File: src/hw/prmd_params.svh
// constants for the paged register map decoder: offsets, fields, resets
// assumes inclusion by the package and the design files only
`ifndef PRMD_PARAMS_SVH
`define PRMD_PARAMS_SVH

// word and result widths
`define PRMD_WORD_W        16
`define PRMD_RES_W         12

// command word fields
`define PRMD_CMD_RW_BIT    15
`define PRMD_CMD_PG_HI     14
`define PRMD_CMD_PG_LO     11
`define PRMD_CMD_AD_HI     10
`define PRMD_CMD_AD_LO     5

// page codes
`define PRMD_PAGE_RESULTS  4'h0
`define PRMD_PAGE_PEN_CTL  4'h1
`define PRMD_PAGE_AUDIO    4'h2
`define PRMD_PAGE_BUFFER   4'h3

// page 0 result offsets
`define PRMD_P0_HORIZ      7'h00
`define PRMD_P0_VERT       7'h01
`define PRMD_P0_PRESS1     7'h02
`define PRMD_P0_PRESS2     7'h03
`define PRMD_P0_SUPPLY     7'h05
`define PRMD_P0_FIRST_AUXILIARY_RESULT       7'h07
`define PRMD_P0_P0_SECOND_AUXILIARY_RESULT       7'h08
`define PRMD_P0_THERM1     7'h09
`define PRMD_P0_THERM2     7'h0A

// page 1 converter control: read-side status bits
`define PRMD_P1_CONV_CTL   7'h00
`define PRMD_P1_PEN_BIT    15
`define PRMD_P1_IDLE_BIT   14

// fixed words
`define PRMD_RESET_WORD    16'h0000
`define PRMD_PAST_END_WORD 16'hFFFF

`endif

File: src/hw/prmd_pkg.sv
// types shared by the paged register map decoder
// assumes prmd_params.svh on the include path
package prmd_pkg;
  `include "prmd_params.svh"

  // link phase, one-hot
  typedef enum logic [3:0] {
    PRMD_IDLE = 4'b0001,
    PRMD_CMD  = 4'b0010,
    PRMD_RD   = 4'b0100,
    PRMD_WR   = 4'b1000
  } prmd_state_t;

  // conversion result update from the converter side
  typedef struct packed {
    logic                   valid;
    logic [5:0]             offset;
    logic [`PRMD_RES_W-1:0] value;
  } prmd_res_upd_t;

  // buffer location write from the converter side
  typedef struct packed {
    logic                    valid;
    logic [5:0]              addr;
    logic [`PRMD_WORD_W-1:0] data;
  } prmd_buf_wr_t;
endpackage

File: src/hw/prmd_buf_mem.sv
// buffer window memory behind page 3, registered read data
// assumes one writer (converter side) and one reader (serial side)
module prmd_buf_mem #(
  parameter int DATA_W = 16,
  parameter int ADDR_W = 6
) (
  input  wire logic              sys_clk,
  input  wire logic              srst,
  input  wire logic              wr_en,
  input  wire logic [ADDR_W-1:0] wr_addr,
  input  wire logic [DATA_W-1:0] wr_data,
  input  wire logic [ADDR_W-1:0] rd_addr,
  output logic      [DATA_W-1:0] rd_data
);
  localparam int DEPTH = 1 << ADDR_W;

  logic [DATA_W-1:0] mem_q [DEPTH];   // storage, no reset
  logic [DEPTH-1:0]  vld_q;           // location written since reset
  logic [DEPTH-1:0]  vld_d;
  logic [DATA_W-1:0] rd_d;

  ////////////////////////////////////////////////////////////////////////
  // next values: unwritten locations read as zero, never unknown
  always_comb
  begin
    vld_d = vld_q;
    if (wr_en)
    begin
      vld_d[wr_addr] = 1'b1;
    end
    rd_d = vld_q[rd_addr] ? mem_q[rd_addr] : '0;
  end

  // register stage
  always_ff @(posedge sys_clk)
  begin
    if (wr_en)
    begin
      mem_q[wr_addr] <= wr_data;
    end
    if (srst)
    begin
      vld_q   <= '0;
      rd_data <= '0;
    end
    else
    begin
      vld_q   <= vld_d;
      rd_data <= rd_d;
    end
  end
endmodule // prmd_buf_mem

File: src/hw/prmd_reg_map.sv
// paged register map decoder behind a mode-1 serial slave port
// assumes serial pins synchronous to sys_clk, each sclk phase >= 4 cycles
//
// How it works
// every register is one sixteen-bit word
// four pages: results, two control, buffer
// page 0 results at fixed offsets, rest reserved
// reset clears every page 0 result
// host writes to page 0 change nothing
// results right-justified, top four bits zero
// page 1 control registers at 00 through 0D
// page 2 audio registers at 00 through 27
// every page 3 offset maps a buffer location
// read view and write store built separately
// results held until replaced
// command word: rw, page, offset, zeros
// pointer advances; past page end reads ones
// only pages 0 to 3 select registers
// commands accepted only after select falls
// reserved offsets read zero, ignore writes
`include "prmd_params.svh"
module prmd_reg_map
  import prmd_pkg::*;
#(
  parameter int P1_REGS = 14,
  parameter int P2_REGS = 40
) (
  input  wire logic                  sys_clk,
  input  wire logic                  srst,
  input  wire logic                  spi_sclk,
  input  wire logic                  spi_ss_n,
  input  wire logic                  spi_mosi,
  output logic                       spi_miso,
  output logic                       spi_miso_oe,
  input  wire prmd_res_upd_t         res_upd,
  input  wire prmd_buf_wr_t          buf_wr,
  input  wire logic                  pen_down,
  input  wire logic                  adc_idle,
  output logic [P1_REGS-1:0][15:0]   p1_ctl,
  output logic [P2_REGS-1:0][15:0]   p2_ctl
);

  ////////////////////////////////////////////////////////////////////////
  // decode helpers
  function automatic logic p0_valid(input logic [6:0] a);
    unique case (a)
      `PRMD_P0_HORIZ, `PRMD_P0_VERT, `PRMD_P0_PRESS1, `PRMD_P0_PRESS2,
      `PRMD_P0_SUPPLY, `PRMD_P0_FIRST_AUXILIARY_RESULT, `PRMD_P0_P0_SECOND_AUXILIARY_RESULT, `PRMD_P0_THERM1,
      `PRMD_P0_THERM2: p0_valid = 1'b1;
      default:         p0_valid = 1'b0;
    endcase
  endfunction

  // pointer stops one past the page so later words keep reading ones
  function automatic logic [6:0] next_ptr(input logic [6:0] p);
    next_ptr = p[6] ? p : 7'(p + 7'h01);
  endfunction

  ////////////////////////////////////////////////////////////////////////
  // link state
  prmd_state_t state_q, state_d;       // frame phase
  logic        sclk_q;                 // previous sclk sample
  logic        ss_q;                   // previous select sample
  logic [3:0]  cnt_q, cnt_d;           // bits of the current word
  logic [15:0] rx_q, rx_d;             // receive shifter
  logic [15:0] tx_q, tx_d;             // transmit shifter
  logic        miso_q, miso_d;         // driven data bit
  logic [3:0]  page_q, page_d;         // page from command
  logic [6:0]  ptr_q, ptr_d;           // offset pointer, bit 6 = past end
  logic [1:0]  pend_q, pend_d;         // read fetch pipeline
  logic        rise, fall, ss_fell;
  logic [15:0] word;                   // word completed this edge
  logic        wr_en;                  // write word complete
  logic [15:0] rd_word;                // read view of pointer
  logic [15:0] buf_rdata;

  // storage
  logic [10:0][11:0]        res_q, res_d;  // page 0 results
  logic [P1_REGS-1:0][15:0] p1_q, p1_d;    // page 1 stored writes
  logic [P2_REGS-1:0][15:0] p2_q, p2_d;    // page 2 stored writes

  assign rise    = spi_sclk & ~sclk_q;
  assign fall    = ~spi_sclk & sclk_q;
  assign ss_fell = ~spi_ss_n & ss_q;
  assign word    = {rx_q[14:0], spi_mosi};

  ////////////////////////////////////////////////////////////////////////
  // buffer window, page 3
  prmd_buf_mem #(
    .DATA_W (16),
    .ADDR_W (6)
  ) u_buf (
    .sys_clk (sys_clk),
    .srst    (srst),
    .wr_en   (buf_wr.valid),
    .wr_addr (buf_wr.addr),
    .wr_data (buf_wr.data),
    .rd_addr (ptr_q[5:0]),
    .rd_data (buf_rdata)
  );

  ////////////////////////////////////////////////////////////////////////
  // read view: separate from the write store
  always_comb
  begin
    rd_word = `PRMD_RESET_WORD;
    if (ptr_q[6])
    begin
      rd_word = `PRMD_PAST_END_WORD;
    end
    else
    begin
      unique case (page_q)
        `PRMD_PAGE_RESULTS:
          if (p0_valid(ptr_q))
            rd_word = {4'h0, res_q[ptr_q[3:0]]};
        `PRMD_PAGE_PEN_CTL:
        begin
          if (ptr_q < 7'(P1_REGS))
          begin
            rd_word = p1_q[ptr_q[3:0]];
            if (ptr_q == `PRMD_P1_CONV_CTL)
            begin
              rd_word[`PRMD_P1_PEN_BIT]  = pen_down;
              rd_word[`PRMD_P1_IDLE_BIT] = adc_idle;
            end
          end
        end
        `PRMD_PAGE_AUDIO:
          if (ptr_q < 7'(P2_REGS))
            rd_word = p2_q[ptr_q[5:0]];
        `PRMD_PAGE_BUFFER: rd_word = buf_rdata;
        default:           rd_word = `PRMD_RESET_WORD;
      endcase
    end
  end

  ////////////////////////////////////////////////////////////////////////
  // link next state
  always_comb
  begin
    state_d = state_q;
    cnt_d   = cnt_q;
    rx_d    = rx_q;
    tx_d    = tx_q;
    miso_d  = miso_q;
    page_d  = page_q;
    ptr_d   = ptr_q;
    pend_d  = {pend_q[0], 1'b0};
    wr_en   = 1'b0;
    if (spi_ss_n)
    begin
      // deselected: drop the frame
      state_d = PRMD_IDLE;
      cnt_d   = 4'h0;
      pend_d  = 2'h0;
      miso_d  = 1'b0;
    end
    else if (ss_fell)
    begin
      // fresh frame starts with a command word
      state_d = PRMD_CMD;
      cnt_d   = 4'h0;
      miso_d  = 1'b0;
      tx_d    = '0;
    end
    else if (state_q != PRMD_IDLE)
    begin
      // first edge shifts out, second samples
      if (rise)
      begin
        miso_d = (state_q == PRMD_RD) ? tx_q[15] : 1'b0;
        tx_d   = {tx_q[14:0], 1'b0};
      end
      if (fall)
      begin
        rx_d  = word;
        cnt_d = 4'(cnt_q + 4'h1);
        if (cnt_q == 4'hF)
        begin
          unique case (state_q)
            PRMD_CMD:
            begin
              page_d    = word[`PRMD_CMD_PG_HI:`PRMD_CMD_PG_LO];
              ptr_d     = {1'b0, word[`PRMD_CMD_AD_HI:`PRMD_CMD_AD_LO]};
              state_d   = word[`PRMD_CMD_RW_BIT] ? PRMD_RD : PRMD_WR;
              pend_d[0] = word[`PRMD_CMD_RW_BIT];
            end
            PRMD_RD:
            begin
              ptr_d     = next_ptr(ptr_q);
              pend_d[0] = 1'b1;
            end
            PRMD_WR:
            begin
              wr_en = ~ptr_q[6];
              ptr_d = next_ptr(ptr_q);
            end
            PRMD_IDLE: ;
          endcase
        end
      end
    end
    // fetch lands two cycles after the pointer settles (memory latency)
    if (pend_q[1] && !spi_ss_n)
      tx_d = rd_word;
  end

  // link registers
  always_ff @(posedge sys_clk)
  begin
    if (srst)
    begin
      state_q <= PRMD_IDLE;
      sclk_q  <= 1'b0;
      ss_q    <= 1'b0;  // low: a select held low at reset is not a fall
      cnt_q   <= 4'h0;
      rx_q    <= '0;
      tx_q    <= '0;
      miso_q  <= 1'b0;
      page_q  <= 4'h0;
      ptr_q   <= 7'h00;
      pend_q  <= 2'h0;
    end
    else
    begin
      state_q <= state_d;
      sclk_q  <= spi_sclk;
      ss_q    <= spi_ss_n;
      cnt_q   <= cnt_d;
      rx_q    <= rx_d;
      tx_q    <= tx_d;
      miso_q  <= miso_d;
      page_q  <= page_d;
      ptr_q   <= ptr_d;
      pend_q  <= pend_d;
    end
  end

  ////////////////////////////////////////////////////////////////////////
  // register store next values
  always_comb
  begin
    res_d = res_q;
    p1_d  = p1_q;
    p2_d  = p2_q;
    // converter updates; reserved result offsets dropped
    if (res_upd.valid && p0_valid({1'b0, res_upd.offset}))
      res_d[res_upd.offset[3:0]] = res_upd.value;
    // host writes: page 0 and page 3 ignore them
    if (wr_en)
    begin
      if (page_q == `PRMD_PAGE_PEN_CTL && ptr_q < 7'(P1_REGS))
        p1_d[ptr_q[3:0]] = rx_d;
      if (page_q == `PRMD_PAGE_AUDIO && ptr_q < 7'(P2_REGS))
        p2_d[ptr_q[5:0]] = rx_d;
    end
  end

  // register store flops
  always_ff @(posedge sys_clk)
  begin
    if (srst)
    begin
      res_q <= '0;
      p1_q  <= '0;
      p2_q  <= '0;
    end
    else
    begin
      res_q <= res_d;
      p1_q  <= p1_d;
      p2_q  <= p2_d;
    end
  end

  assign spi_miso    = miso_q;
  assign spi_miso_oe = ~spi_ss_n & (state_q != PRMD_IDLE);
  assign p1_ctl      = p1_q;
  assign p2_ctl      = p2_q;
endmodule // prmd_reg_map

File: config.mk
export PLATFORM = sky130hd
export DESIGN_NAME = prmd_reg_map
export DESIGN_NICKNAME = d
export VERILOG_FILES = /design/src/hw/prmd_pkg.sv /design/src/hw/prmd_buf_mem.sv /design/src/hw/prmd_reg_map.sv
export VERILOG_INCLUDE_DIRS = /design/src /design/src/hw
export SDC_FILE = /design/constraint.sdc
export NUM_CORES = 2
export LEC_CHECK = 0
export ABC_AREA = 1
export BUFFER_PORTS_ARGS = -buffer_cell sky130_fd_sc_hd__buf_2
export CORE_AREA = 2 2 343 685
export CTS_CLUSTER_DIAMETER = 200
export DETAILED_ROUTE_END_ITERATION = 10
export DIE_AREA = 0 0 345 687
export PLACE_DENSITY_LB_ADDON = 0.2
export SLEW_MARGIN = 25
export SYNTH_ARGS = -nofsm -noshare
export SYNTH_HDL_FRONTEND = slang
export SYNTH_HIERARCHICAL = 1
export SYNTH_SLANG_ARGS = --single-unit
File: constraint.sdc
create_clock -name sys_clk -period 3.3 [get_ports sys_clk]
set_clock_uncertainty 0.15 [all_clocks]
set_input_delay 0.33 -clock sys_clk [delete_from_list [all_inputs] [get_ports sys_clk]]
set_output_delay 0.33 -clock sys_clk [all_outputs]
set_load 0.02 [all_outputs]
==> summary.txt <==
GRT
  – Pin count of the biggest net entering global routing: 188
  – Total GRT Usage: 35.51%
  – Global-route wire length before repair: 597,500 um
  – Vias in the first global route: 77,540
  – Global route overflow: 0
  – Initial antenna violation count: 28

Floorplan
  – Full die area: 237,000 um2
  – Io pins: 915
  – Die H: 687 um
  – Row count: 250
  – Die Span X: 345 um
  – Initial Util: 39.92%
  – Core footprint: 231,500 um2

Critical path
  – Worst EP arrival: 3.91 ns
  – Reg2Reg Depth: 13
  – Worst Path Required: 3.88 ns
  – Crit path kind: flop to flop
  – Worst setup EP type: flop
  – CP startpoint kind: flop
  – Worst-path fanout max: 17

Finish
  – Fin cells: 15,000
  – Commonest cells after routing, fill and taps aside: 2,863 x nand2_1, 1,243 x o21ai_0, 1,129 x dfxtp_1
  – Final Cell Area: 108,800 um2
  – Layout cells sized above 1: 14.67%
  – Total Nets Final: 11,860
  – Most common library cell in the layout ignoring fill and taps: nand2_1
  – Fillers: 22,640
  – Area grow syn2layout: 17.78%

Yosys
  – Synthesized-area fraction occupied by adder cells: 0.06770%
  – Mapped Nets: 11,040
  – Seq/Total Area, Yosys: 57.82%
  – Synth Area in Simple Gates: 19.84%
  – Most used DFF post-synth: dfxtp_1
  – Multiplexer share of the synthesized area: 0%
  – Synth Area in Compound Gates: 13.54%
  – Fraction of registers with async set/reset: 0%
  – EDFF count, synth: 1,024
  – Synthesis Warnings: 6
  – Distinct cells, synth: 45
  – Mapped Area: 92,410 um2
  – Largest family of logic cells by synthesized area: simple AND/OR/NAND/NOR gates
  – Xor/xnor share of the synthesized area: 0.009477%
  – Synth top area share: 33.27%
  – Yosys reg bits: 2,157
  – Synth top area cells: edfxtp_1 33%, dfxtp_1 25%, nand2_1 12%
  – Cell taking the most area after synthesis: edfxtp_1
  – Post-Syn Area per Cell: 8.411 um2
  – Synth Instances: 10,990

Placement
  – HPWL after DPL: 314,400 um
  – RePlAce Congestion: 1.040
  – Inst Count DP: 14,570
  – Port bufs: 914
  – Post-DP Area: 101,500 um2

Clock network
  – H-tree depth: 4
  – Clock Tree Buf Depth: 4
  – Total CTS buffers: 203
  – TritonCTS clock tree: yes
  – CTS Sinks: 2,157
  – Clock-pin slew on the worst setup and hold paths: 0.07 ns
  – Root Buffer: clkbuf_16
  – Worst-Skew Late Latency: 0.90 ns

STA
  – Slew margin rel.: 22.39%
  – Final worst setup slack: -0.02832 ns
  – Fmax: 300.5 MHz
  – RSZ-0062 raised after global routing: no
  – Slew Limit Fails: 0
  – Worst-margin pin slew: 1.160 ns
  – Part of the cycle the worst path needs: 100.9%
  – Final setup fails: 1
  – Tmin final: 3.328 ns
  – Final hold vios: 0

Status
  – Failing checks: negative setup slack
  – Status: finished, violations left

Power
  – Clock power frac: 45.4%
  – Net Sw Power: 11,660 uW
  – Lkg Pwr: 0.04335 uW
  – Worst VDD drop: 0.4501 mV
  – Flop pwr share: 52.3%
  – Sw Share: 21.70%
  – Cell Pwr Density: 493.5 nW/um2
  – Internal power: 42,060 uW
  – Logic pwr share: 2.3%

Hold path
  – Cell depth of the worst hold path: 2
  – Hold Crit Class: input port to flop

Route
  – Vias per cell: 5.504
  – DR iter-0 viols: 7,869
  – Vias: 82,540
  – DRT Wirelength: 435,400 um
  – DRC Markers: 0
  – TritonRoute pass-1 iters: 8
  – ANT nets after route: 0
  – DR WL/cell: 29.03 um

Flow run
  – Maxcap violations: 0
## flip-flops by register name, summed over array words and instances (netlist names), 2 cells and up, named ones only
name	cells
cnt_q	4
p1_ctl	224
p2_ctl	640
page_q	4
pend_q	2
ptr_q	7
res_q	132
rx_q	16
state_q	4
tx_q	16
u_buf/mem_q	1024
u_buf/rd_data	16
u_buf/vld_q	64
## path summary, 6_finish.rpt
| path | from | endpoint | slack (ns) |
|---|---|---|---|
| max | ptr_q[0]$_SDFFE_PP0N_ | tx_q[5]$_SDFFE_PP0P_ | -0.03 |
| min | buf_wr[11] | u_buf/mem_q[17][11]$_DFFE_PP_ | 0.02 |
| max reg2reg | ptr_q[0]$_SDFFE_PP0N_ | tx_q[5]$_SDFFE_PP0P_ | -0.03 |
| min reg2reg | res_q[82]$_SDFFE_PP0P_ | res_q[82]$_SDFFE_PP0P_ | 0.27 |
## power by group through the flow
stage	Clock, uW	Combinational, uW	Sequential, uW
finish	24400	1210	28100
global route	25600	1310	28100
CTS	24700	1200	28100
detailed placement	0	1150	28700
global placement	0	1140	28700
floorplan	0	540	28700
## critical path, stage by stage (launching register included)
cell and delay (ns):
dfxtp_4 0.51, buf_4 0.27, nor2_4 0.07, buf_12 0.17
nand2_1 0.10, o21ai_0 0.08, nor2_1 0.24, nand2_1 0.08
nor2_1 0.20, nor2_1 0.11, nor2_1 0.88, nand3_1 0.15
nand2_1 0.10, a21oi_1 0.06
## routing by layer
layer	global-route usage (%)	part of all wire, %
met4	33.55	11
met5	0	0.024
met3	11.24	9.7
met1	35.63	33
met2	58.33	47
## metrics by stage
| step | hold WS (ns) | setup TNS [ns] | setup slack [ns] | util (%) | total power [uW] |
|---|---|---|---|---|---|
| 6_report | 0.01747 | -0.02832 | -0.02832 | 47.02 | 53720 |
| 5_1_grt | 0.04266 | 0 | 0.005441 | 47.01 | 55020 |
| 4_1_cts | 0.01314 | 0 | 0.08881 | 47.00 | 54000 |
| 3_5_place_dp | 0.2619 | 0 | 0.1042 | 43.86 | 29860 |
| 3_3_place_gp | 0.2592 | -0.1472 | -0.05160 | 43.86 | 29840 |
| 2_1_floorplan | 0.2436 | 0 | 0.8775 | - | 29250 |
## repair_timing
| item | 4_1_cts | 5_1_grt |
|---|---|---|
| endpoints found under the hold margin | 578 | 0 |
| hold buffers | 52 | 0 |
| setup endpoints to repair | 0 | 8 |
| gates resized for setup | 0 | 7 |
| buffers inserted | 0 | 0 |
## cells by family after synthesis
kind of cell    count (synthesis)
flops                        2157
simple gates                 4468
buf+inv                      1900
compound gates               2456
xor+xnor                        1
fa+ha+maj                       5
## cells in the mapped netlist, types with 25 or more instances
| master | number |
|---|---|
| clkbuf_1 | 385 |
| edfxtp_1 | 1024 |
| nand3_1 | 1080 |
| o211ai_1 | 42 |
| dfxtp_1 | 1133 |
| buf_2 | 242 |
| inv_1 | 1079 |
| nand4_1 | 25 |
| nor2_1 | 457 |
| a21oi_1 | 1062 |
| o21ai_1 | 66 |
| o21ai_0 | 1246 |
| nand2_1 | 2869 |
| buf_6 | 48 |
| clkbuf_2 | 80 |
| buf_1 | 30 |
## cell type report
type                            instances  area [um2]  share of cell area (%)
Antenna cell                           11       27.53                 0.02529
Clock buffer                          279        5893                   5.414
Clock inverter                         81       853.3                  0.7840
Inverter                             1089        4140                   3.804
Multi-Input combinational cell       6930       31010                   28.49
Sequential cell                      2157       53450                   49.10
Tap cell                             3024        3784                   3.476
Timing Repair Buffer                 1425        9684                   8.898
(Power assumes the default switching activity.)
